==> src/cal_pkg.sv <==
/*
  shared constants, access attribute types and the register layout of the
  attribute bank. assumes a single clock domain and a host port that is
  synchronous to sys_clk.
*/
package cal_pkg;

    // bank shape
    localparam int DATA_W    = 16;
    localparam int ADDR_W    = 4;
    localparam int REG_COUNT = 10;

    // access attributes of one bit
    typedef enum logic [3:0] {
        CAL_RSVD = 4'h0,
        CAL_RO   = 4'h1,
        CAL_WO   = 4'h2,
        CAL_RW   = 4'h3,
        CAL_W1C  = 4'h4,
        CAL_RC   = 4'h5,
        CAL_LATCH_LOW  = 4'h6,
        CAL_LATCH_HIGH = 4'h7,
        CAL_SELF_CLEAR = 4'h8
    } cal_attr_t;

    // register indices, which are also the host addresses
    localparam logic [ADDR_W-1:0] REG_STATUS     = 4'h0;
    localparam logic [ADDR_W-1:0] REG_COMMAND    = 4'h1;
    localparam logic [ADDR_W-1:0] REG_CONFIG     = 4'h2;
    localparam logic [ADDR_W-1:0] REG_KEPT       = 4'h3;
    localparam logic [ADDR_W-1:0] REG_EVENT_W1C  = 4'h4;
    localparam logic [ADDR_W-1:0] REG_EVENT_RC   = 4'h5;
    localparam logic [ADDR_W-1:0] REG_LATCH_LOW  = 4'h6;
    localparam logic [ADDR_W-1:0] REG_LATCH_HIGH = 4'h7;
    localparam logic [ADDR_W-1:0] REG_SELF_CLEAR = 4'h8;
    localparam logic [ADDR_W-1:0] REG_RESERVED   = 4'h9;

    localparam logic [DATA_W-1:0] ZERO_WORD = 16'h0000;
    localparam logic [DATA_W-1:0] ONES_WORD = 16'hFFFF;

    // attribute of each register, in index order
    localparam cal_attr_t REG_ATTR [REG_COUNT] = '{
        CAL_RO, CAL_WO, CAL_RW, CAL_RW, CAL_W1C,
        CAL_RC, CAL_LATCH_LOW, CAL_LATCH_HIGH, CAL_SELF_CLEAR, CAL_RSVD
    };

    // reset values
    localparam logic [DATA_W-1:0] REG_DEFAULT [REG_COUNT] = '{
        16'h0000, 16'h0000, 16'h0000, 16'h0000, 16'h0000,
        16'h0000, 16'h00FF, 16'h0000, 16'h0000, 16'h0000
    };

    // implemented bits; a zero marks a reserved bit
    localparam logic [DATA_W-1:0] REG_USED [REG_COUNT] = '{
        16'hFFFF, 16'hFFFF, 16'h0FFF, 16'hFFFF, 16'h00FF,
        16'h00FF, 16'h00FF, 16'h00FF, 16'h000F, 16'h0000
    };

    // bits kept across soft reset
    localparam logic [DATA_W-1:0] REG_KEEP [REG_COUNT] = '{
        16'h0000, 16'h0000, 16'h0000, 16'hFFFF, 16'h0000,
        16'h0000, 16'h0000, 16'h0000, 16'h0000, 16'h0000
    };

    // host request and read answer
    typedef struct packed {
        logic              wr;
        logic              rd;
        logic [ADDR_W-1:0] addr;
        logic [DATA_W-1:0] wdata;
    } cal_host_req_t;

    typedef struct packed {
        logic              valid;
        logic [DATA_W-1:0] data;
    } cal_rd_rsp_t;

endpackage

==> src/cal_bank.sv <==
/*
  register bank that implements the host access attributes: read only,
  write only, read/write, write one to clear, clear on read, latch low,
  latch high, self clearing and soft reset immunity, with reserved bits
  and a reserved register. assumes the host request port is synchronous
  to sys_clk and carries at most one read and one write per cycle.
*/
// Operation
// - read-only registers ignore every host write.
// - write-only registers always read back as zero.
// - read/write registers store the written value and return it.
// - writing one clears a write-one-to-clear bit; writing zero leaves it.
// - clear-on-read bits return their value, then clear because of that read.
// - latch-low bits hold a seen low level until the host reads them.
// - latch-high bits hold a seen high level until the host reads them.
// - soft reset leaves kept bits alone; other resets restore their defaults.
// - rst_n loads each register with its default, kept bits included.
`timescale 1ns/1ps
module cal_bank
    import cal_pkg::*;
(
    // clock and resets
    input  wire logic                              sys_clk,
    input  wire logic                              rst_n,
    input  wire logic                              soft_rst,
    // host request and answer
    input  wire cal_host_req_t                     host_req,
    output cal_rd_rsp_t                            rd_rsp,
    // hardware side, one word per register
    input  wire logic [REG_COUNT-1:0][DATA_W-1:0]  hw_in,
    // stored values towards the block's own logic
    output logic      [REG_COUNT-1:0][DATA_W-1:0]  reg_q,
    // one-cycle pulse after each accepted write, per register
    output logic      [REG_COUNT-1:0]              wr_strobe,
    // sticky flag: host wrote a reserved bit or register
    output logic                                   rsvd_write
);

    logic [REG_COUNT-1:0]  wr_hit;
    logic [REG_COUNT-1:0]  rd_hit;
    logic [DATA_W-1:0]     next_rd_data;
    logic                  next_rsvd_write;

    // address decode
    always_comb
    begin
        for (int r = 0; r < REG_COUNT; r++)
        begin
            wr_hit[r] = host_req.wr && (host_req.addr == ADDR_W'(r));
            rd_hit[r] = host_req.rd && (host_req.addr == ADDR_W'(r));
        end
    end

    // one cell per bit; reserved bits become cells that hold zero
    for (genvar r = 0; r < REG_COUNT; r++)
    begin : g_reg
        for (genvar b = 0; b < DATA_W; b++)
        begin : g_bit
            cal_bit_cell #(
                .ATTR (REG_USED[r][b] ? REG_ATTR[r] : CAL_RSVD),
                .INIT (REG_DEFAULT[r][b]),
                .KEEP (REG_KEEP[r][b])
            ) u_cell (
                .sys_clk  (sys_clk),
                .rst_n    (rst_n),
                .soft_rst (soft_rst),
                .wr_hit   (wr_hit[r]),
                .wr_bit   (host_req.wdata[b]),
                .rd_hit   (rd_hit[r]),
                .hw_bit   (hw_in[r][b]),
                .q        (reg_q[r][b])
            );
        end
    end

    // read mux; old value is returned, side effects land on the same edge
    always_comb
    begin
        next_rd_data = ZERO_WORD;
        for (int r = 0; r < REG_COUNT; r++)
        begin
            if (rd_hit[r])
            begin
                case (REG_ATTR[r])
                    CAL_WO:   next_rd_data = ZERO_WORD;
                    CAL_RSVD: next_rd_data = ZERO_WORD;
                    default:  next_rd_data = reg_q[r] & REG_USED[r];
                endcase
            end
        end
    end

    always_ff @(posedge sys_clk or negedge rst_n)
    begin
        if (!rst_n)
        begin
            rd_rsp.valid <= 1'b0;
            rd_rsp.data  <= ZERO_WORD;
        end
        else
        begin
            rd_rsp.valid <= host_req.rd;
            rd_rsp.data  <= next_rd_data;
        end
    end

    // write strobes for every register except the read-only and reserved ones
    always_ff @(posedge sys_clk or negedge rst_n)
    begin
        if (!rst_n)
            wr_strobe <= '0;
        else
        begin
            for (int r = 0; r < REG_COUNT; r++)
            begin
                wr_strobe[r] <= wr_hit[r] && (REG_ATTR[r] != CAL_RO)
                                          && (REG_ATTR[r] != CAL_RSVD);
            end
        end
    end

    // reserved write detection
    always_comb
    begin
        next_rsvd_write = rsvd_write;
        for (int r = 0; r < REG_COUNT; r++)
        begin
            if (wr_hit[r] && (REG_ATTR[r] == CAL_RSVD))
                next_rsvd_write = 1'b1;
            if (wr_hit[r] && ((host_req.wdata & ~REG_USED[r]) != ZERO_WORD))
                next_rsvd_write = 1'b1;
        end
        if (host_req.wr && (host_req.addr >= ADDR_W'(REG_COUNT)))
            next_rsvd_write = 1'b1;
    end

    always_ff @(posedge sys_clk or negedge rst_n)
    begin
        if (!rst_n)
            rsvd_write <= 1'b0;
        else if (soft_rst)
            rsvd_write <= 1'b0;
        else
            rsvd_write <= next_rsvd_write;
    end

endmodule

==> src/cal_bit_cell.sv <==
/*
  one storage bit of the attribute bank, behaving as its access attribute
  says. assumes hits and the hardware input are synchronous to sys_clk.
*/
`timescale 1ns/1ps
module cal_bit_cell
    import cal_pkg::*;
#(
    parameter cal_attr_t ATTR = CAL_RW,
    parameter logic      INIT = 1'b0,
    parameter logic      KEEP = 1'b0
)
(
    // clock and resets
    input  wire logic sys_clk,
    input  wire logic rst_n,
    input  wire logic soft_rst,
    // host access to this bit
    input  wire logic wr_hit,
    input  wire logic wr_bit,
    input  wire logic rd_hit,
    // hardware side: level, event or action done
    input  wire logic hw_bit,
    // stored value
    output logic      q
);

    logic next_q;

    always_comb
    begin
        case (ATTR)
            CAL_RO:  next_q = hw_bit;
            CAL_WO:  next_q = wr_hit ? wr_bit : q;
            CAL_RW:  next_q = wr_hit ? wr_bit : q;
            CAL_W1C: next_q = hw_bit | (q & ~(wr_hit & wr_bit));
            CAL_RC:  next_q = hw_bit | (q & ~rd_hit);
            CAL_LATCH_LOW:  next_q = rd_hit ? hw_bit : (q & hw_bit);
            CAL_LATCH_HIGH: next_q = rd_hit ? hw_bit : (q | hw_bit);
            CAL_SELF_CLEAR: next_q = (wr_hit & wr_bit) | (q & ~hw_bit);
            default: next_q = 1'b0;
        endcase
    end

    always_ff @(posedge sys_clk or negedge rst_n)
    begin
        if (!rst_n)
            q <= INIT;
        else if (soft_rst && !KEEP)
            q <= INIT;
        else
            q <= next_q;
    end

endmodule

==> config.mk <==
export PLATFORM = sky130hd
export DESIGN_NAME = cal_bank
export DESIGN_NICKNAME = d
export VERILOG_FILES = /design/src/cal_pkg.sv /design/src/cal_bank.sv /design/src/cal_bit_cell.sv
export SDC_FILE = /design/constraint.sdc
export NUM_CORES = 1
export LEC_CHECK = 0
export ABC_CLOCK_PERIOD_IN_PS = 2000
export BUFFER_PORTS_ARGS = -buffer_cell sky130_fd_sc_hd__buf_2
export CAP_MARGIN = 15
export CORE_AREA = 2 2 143 145
export DETAILED_ROUTE_END_ITERATION = 16
export DIE_AREA = 0 0 145 147
export SLEW_MARGIN = 10
export SYNTH_ARGS = -nofsm -noshare
export SYNTH_HDL_FRONTEND = slang
export SYNTH_SLANG_ARGS = --single-unit
==> constraint.sdc <==
create_clock -name sys_clk -period 2 [get_ports sys_clk]
set_clock_uncertainty 0.15 [all_clocks]
set_input_delay 0.4 -clock sys_clk [delete_from_list [all_inputs] [get_ports sys_clk]]
set_output_delay 0.4 -clock sys_clk [all_outputs]
set_load 0.02 [all_outputs]
# Word-level counts from Yosys, hierarchy flattened
# Cells that the tools add are included.
[op_classes] addsub=0 n_mul=0 n_div=0 n_lt_le_gt_ge=1 n_eq_ne=9 shift=0 muxes=144 n_bitwise=81 reduce_logical=35
[op_table] operator="two-way mux 16 bit" count=10
[op_table] operator="two-way mux 1 bit" count=134
[op_table] operator="nonzero test 16 bit" count=4
[op_table] operator="AND 1 bit" count=40
[op_table] operator="OR 1 bit" count=28
[op_table] operator="logical AND 1 bit" count=27
[op_table] operator="== test 4 x 3 -> 1 bit (second input constant)" count=4
[op_table] operator="inverter 1 bit" count=13
[op_table] operator="nonzero test 10 bit" count=1
[op_table] operator="== test 4 x 2 -> 1 bit (second input constant)" count=2
[op_table] operator="== test 4 bit (second input constant)" count=2
[op_table] operator="== test 4 x 1 -> 1 bit (second input constant)" count=1
[op_table] operator=">= comparator 4 bit (second input constant)" count=1
[op_table] operator="logical NOT 4 bit" count=1
[op_table] operator="nonzero test 2 bit" count=2
[word_totals] ff_bits=122 latchBits=0 ramBits=0 romBits=0 n_memories=0

# Logic depth before layout (Yosys ltp)
[depth] word_depth=13 ltp_mapped=8

# Hierarchy
# From an unflattened synthesis, not the netlist that was laid out.
[unflattened] cells_unflattened=624 hier_area_um2=6298.5
[by_module_without_submodules] module="cal_bank" n_inst=1 cells_per_inst=212 area_each_um2=1724.2
[by_module_without_submodules] module="cal_bit_cell at g_reg[1].g_bit[0].u_cell ..." n_inst=28 cells_per_inst=3 area_each_um2=38.8
[by_module_without_submodules] module="cal_bit_cell at g_reg[5].g_bit[0].u_cell ..." n_inst=20 cells_per_inst=4 area_each_um2=43.8
[by_module_without_submodules] module="cal_bit_cell at g_reg[2].g_bit[12].u_cell ..." n_inst=64 cells_per_inst=2 area_each_um2=11.3
[by_module_without_submodules] module="cal_bit_cell at g_reg[3].g_bit[0].u_cell ..." n_inst=16 cells_per_inst=2 area_each_um2=40.0
[by_module_without_submodules] module="cal_bit_cell at g_reg[0].g_bit[0].u_cell ..." n_inst=16 cells_per_inst=2 area_each_um2=38.8
[by_module_without_submodules] module="cal_bit_cell at g_reg[4].g_bit[0].u_cell ..." n_inst=8 cells_per_inst=4 area_each_um2=41.3
[by_module_without_submodules] module="cal_bit_cell at g_reg[6].g_bit[0].u_cell ..." n_inst=8 cells_per_inst=3 area_each_um2=37.5

# Least setup slack after synthesis
# Ideal clock, no wire load.
[synth_path] path_type="in2reg" start="input host_req[17] in the netlist's numbering" end="register g_reg[3].g_bit[0].u_cell.q" setup_time_ps=125 t_arrival_ps=1530 required_ps=1725 setup_slack_ps=195 stages=6 path_cell_list="buf_4 nand2b_1 buf_2 nor2_2 buf_4 mux2_2"
[synth_via] elab_chain_cells=2
[synth_lines] item="start: declaration" line="cal_bank.sv:27" text="input wire cal_host_req_t host_req,"
[synth_lines] item="== test 4 x 2 -> 1 bit" line="cal_bank.sv:49" text="wr_hit[r] = host_req.wr && (host_req.addr == ADDR_W'(r));"
[synth_lines] item="logical AND 1 bit" line="cal_bank.sv:49"
[synth_lines] item="named net g_reg[3].g_bit[0].u_cell.wr_hit" line="cal_bit_cell.sv:19" text="input wire logic wr_hit,"
[synth_lines] item="end signal: assignment" line="cal_bit_cell.sv:52" text="q <= next_q;"
[synth_lines] item="end: declaration" line="cal_bit_cell.sv:25" text="output logic q"
# The timed path passes the listed nets, and every way through them passes these cells.
# A chain may end at the register's enable or synchronous reset.

# Worst setup path in the final report
[layout_path] start="register g_reg[6].g_bit[3].u_cell.q" end="output reg_q[99] in the netlist's numbering"
[layout_lines] item="start: declaration" line="cal_bit_cell.sv:25"
[layout_lines] item="start signal: assignment" line="cal_bit_cell.sv:52"
[layout_lines] item="end: declaration" line="cal_bank.sv:32" text="output logic [REG_COUNT-1:0][DATA_W-1:0] reg_q,"
# No word-level cell between the ends.

==> metrics.md <==
| Metric | Value |
|---|---|
| Hold Path Class | `primary input to flop` |
| Power Total | `7.01 mW` |
| Int Pwr | `between 4 and 5 mW` |
| Most common flop cell mapped by yosys | `dfrtp_1` |
| Pins Over Slew Limit | `0` |
| Total GRT Usage | `17.0%` |
| FF+latch count, synth | `122` |
| Setup crit end kind | `output pin` |
| Post-Route WL | `18100 um` |
| Hold_ws | `45.4 ps` |
| Unrepaired setup endpoints after global routing | `false` |
| Number of max-cap violations | `0` |
| Total negative slack | `0 ps` |
| Vias per cell | `4.41` |
| Ys async rst share | `100%` |
| Reg clk slew, reported paths | `60 ps` |
| Crit Path Category | `flop to output pin` |
| Vias in the first global route | `4450` |
| CTS Buffer Depth | `2` |
| Mapped Cells | `667` |
| Post-CTS Setup Bufs | `0` |
| Leak | `3.81 nW` |
| DPL Wire Length | `13800 um` |
| Clock sinks | `122` |
| PostCTS Resize Cnt | `0` |
| Die Width | `145 um` |
| Worst path slowest cell | `dfstp_2` |
| CP required | `between 1000 and 1500 ps` |
| Tcrit/Tclk final | `between 80% and 90%` |
| PD cells | `916 nW/um^2` |
| Status | `finished, final reports clean` |
| Synth area leader | `dfrtp_1` |
| Crit path max-delay family | `flip-flops` |
| Root buffer cell | `clkbuf_16` |
| I/O Pins | `373` |
| FF-to-FF setup slack | `600 ps` |
| CTS Buf Count | `17` |
| Fmax | `between 0.5 and 0.6 GHz` |
| DRC Markers | `0` |
| Die area | `between 20000 and 25000 um^2` |
| First-pass GRT wire length | `27000 um` |
| WP buf/inv | `1` |
| Critical path arrival | `between 1000 and 1500 ps` |
| DR vias | `around 4.7k` |
| Initial antenna violation count | `1` |
| Clock share of power | `44.7%` |
| Yosys warnings | `0` |
| Area share of the largest cell type after synthesis | `43.3%` |
| Final core occ | `38.6%` |
| Synth Cell Area | `6580 um^2` |
| GPL Wtd Cong | `0.813` |
| Minimum clock period | `1690 ps` |
| Sequential area share after synthesis | `46.5%` |
| Starting Density | `33.2%` |
| Final setup viols | `0` |
| GR Overflow Total | `0` |
| Synth area leaders | `dfrtp_1 43%, buf_4 19%, a21oi_1 4.3%` |
| Crit path launch type | `flop` |
| Pin count of the biggest net entering global routing | `82` |
| Seq pwr share | `39.6%` |
| Core box area | `19800 um^2` |
| Crit path cell chain | `buf_2` |
| Relative slew slack | `63.8%` |
| Fin nets | `973` |
| DRT antenna net count | `0` |
| Critical Path Max Stage Delay | `560 ps` |
| Clock latency on the worst-skew pair | `420 ps` |
| Drt pass-1 iters | `5` |
| Sw power | `about 2.0 mW` |
| IO Port Bufs | `198` |
| Share of cells above drive strength 1 | `39.6%` |
| Yosys cell types | `56` |
| Final hold vios | `0` |
| Post-synth EDFFs | `0` |
| CTS tree | `yes` |
| H-tree levels | `4` |
| Logic pwr share | `between 10% and 20%` |
| Wire per inst | `roughly 17 um` |
| Hold buffers post-CTS | `1` |
| Worst-margin pin slew | `541 ps` |
| Switching Fraction | `~29%` |
| Die Y | `147 um` |
| Max Fanout on Critical Path | `4` |
| FP Rows | `52` |
| Area Growth Syn to Fin | `16.2%` |
| VDD IR-drop max | `0.000580 V` |
| Starting DRT DRC Count | `249` |
| Synth Area per Inst | `9.87 um^2` |
[worst paths after layout]
kind / start / end / cells after the start
worst min-delay path: hw_in[9] / g_reg[0].g_bit[9].u_cell.q / 2
max in group asynchronous: rst_n / g_reg[2].g_bit[5].u_cell.q / 3
min in group asynchronous: rst_n / g_reg[5].g_bit[0].u_cell.q / 2
worst min register to register: g_reg[1].g_bit[11].u_cell.q / g_reg[1].g_bit[11].u_cell.q / 2
worst max-delay path: g_reg[6].g_bit[3].u_cell.q / reg_q[99] / 1
worst max register to register: g_reg[2].g_bit[3].u_cell.q / rd_rsp[3] / 4
[flip-flops by register name, summed over array words and instances, names as in the netlist]
name / flops
rsvd_write: 1
g.g_bit.u_cell.q: 96
wr_strobe: 8
rd_rsp: 17
[cells in the final DEF, fill, tap and decap left out, types with 6 or more instances in the layout]
cell type / instances
mux2i_1: 10
conb_1: 66
nand2b_1: 19
clkbuf_16: 17
nor2b_1: 21
nand2_1: 59
nand3_1: 11
a22oi_1: 9
o22ai_1: 11
nor2_1: 53
buf_2: 197
o21ai_0: 10
dfrtp_1: 114
a21oi_1: 57
buf_4: 33
mux2_2: 25
dfstp_2: 8
a21oi_2: 6
[synth_stat cells (3+ instances only)]
master,n
a21oi_1,57
a21oi_2,6
buf_2,9
a222oi_1,4
dfstp_2,8
dfrtp_1,114
buf_6,3
nand2b_1,19
clkbuf_1,14
nor3_1,4
buf_4,170
mux2_2,25
o21ai_0,10
nor2b_1,21
a22oi_1,9
nor2_1,53
o22ai_1,11
a31oi_1,3
nand3_1,11
nand2_1,59
o211ai_1,4
mux2i_1,10
[cells by family (layout without fill, tap and decap cells)]
group                  count (synthesis)  in the layout  synth area share, %
AO/OA/AOI/OAI                        112            112                 10.7
buffers and inverters                202            271                 22.1
flip-flops                           122            122                 46.5
multiplexers                          35             35                 5.80
other                                  1             67               0.0570
AND/OR/NAND/NOR                      195            195                 14.9
[power by group through the flow]
stage	registers, mW	logic [mW]	clock network, mW
detailed placement	2.82	1.11	0
CTS	2.78	1.11	3.21
finish	2.78	1.10	3.13
global route	2.81	1.19	3.34
floorplan	2.79	0.949	0
global placement	2.82	1.10	0
[stage by stage]
stage	instances	worst slack [ps]	cell area, um^2
2_1_floorplan	732	195	6830
3_3_place_gp	1038	57.6	7040
3_5_place_dp	1038	44.5	7040
4_1_cts	1071	282	7650
5_1_grt	1071	266	7650
6_report	1072	306	7650
[worst reg2reg max path, cell delays in order, from the launching register on]
cell and delay, ps:
dfrtp_1 390, mux2i_1 110, o22ai_1 170, o211ai_1 120, a222oi_1 340
[layout make-up]
class	count	area (um^2)
Timing Repair Buffer	235	1320
Fill cell	1984	12200
Clock buffer	18	429
Clock inverter	14	171
Multi-Input combinational cell	408	2310
Inverter	4	21.3
Sequential cell	122	3060
Antenna cell	1	2.50
Tap cell	270	338
[per-layer routing]
| metal | global-route usage, % | share of wire [%] | vias up | wire, um |
|---|---|---|---|---|
| met5 | 0 | 0 | - | 0 |
| li1 | - | - | 2267 | - |
| met2 | 24.6 | 44 | 213 | 7900 |
| met1 | 23.9 | 46 | 2226 | 8290 |
| met4 | 4.85 | 1.3 | 0 | 242 |
| met3 | 6.24 | 9.5 | 18 | 1720 |
Note: power is estimated with default switching activity, not from simulation.
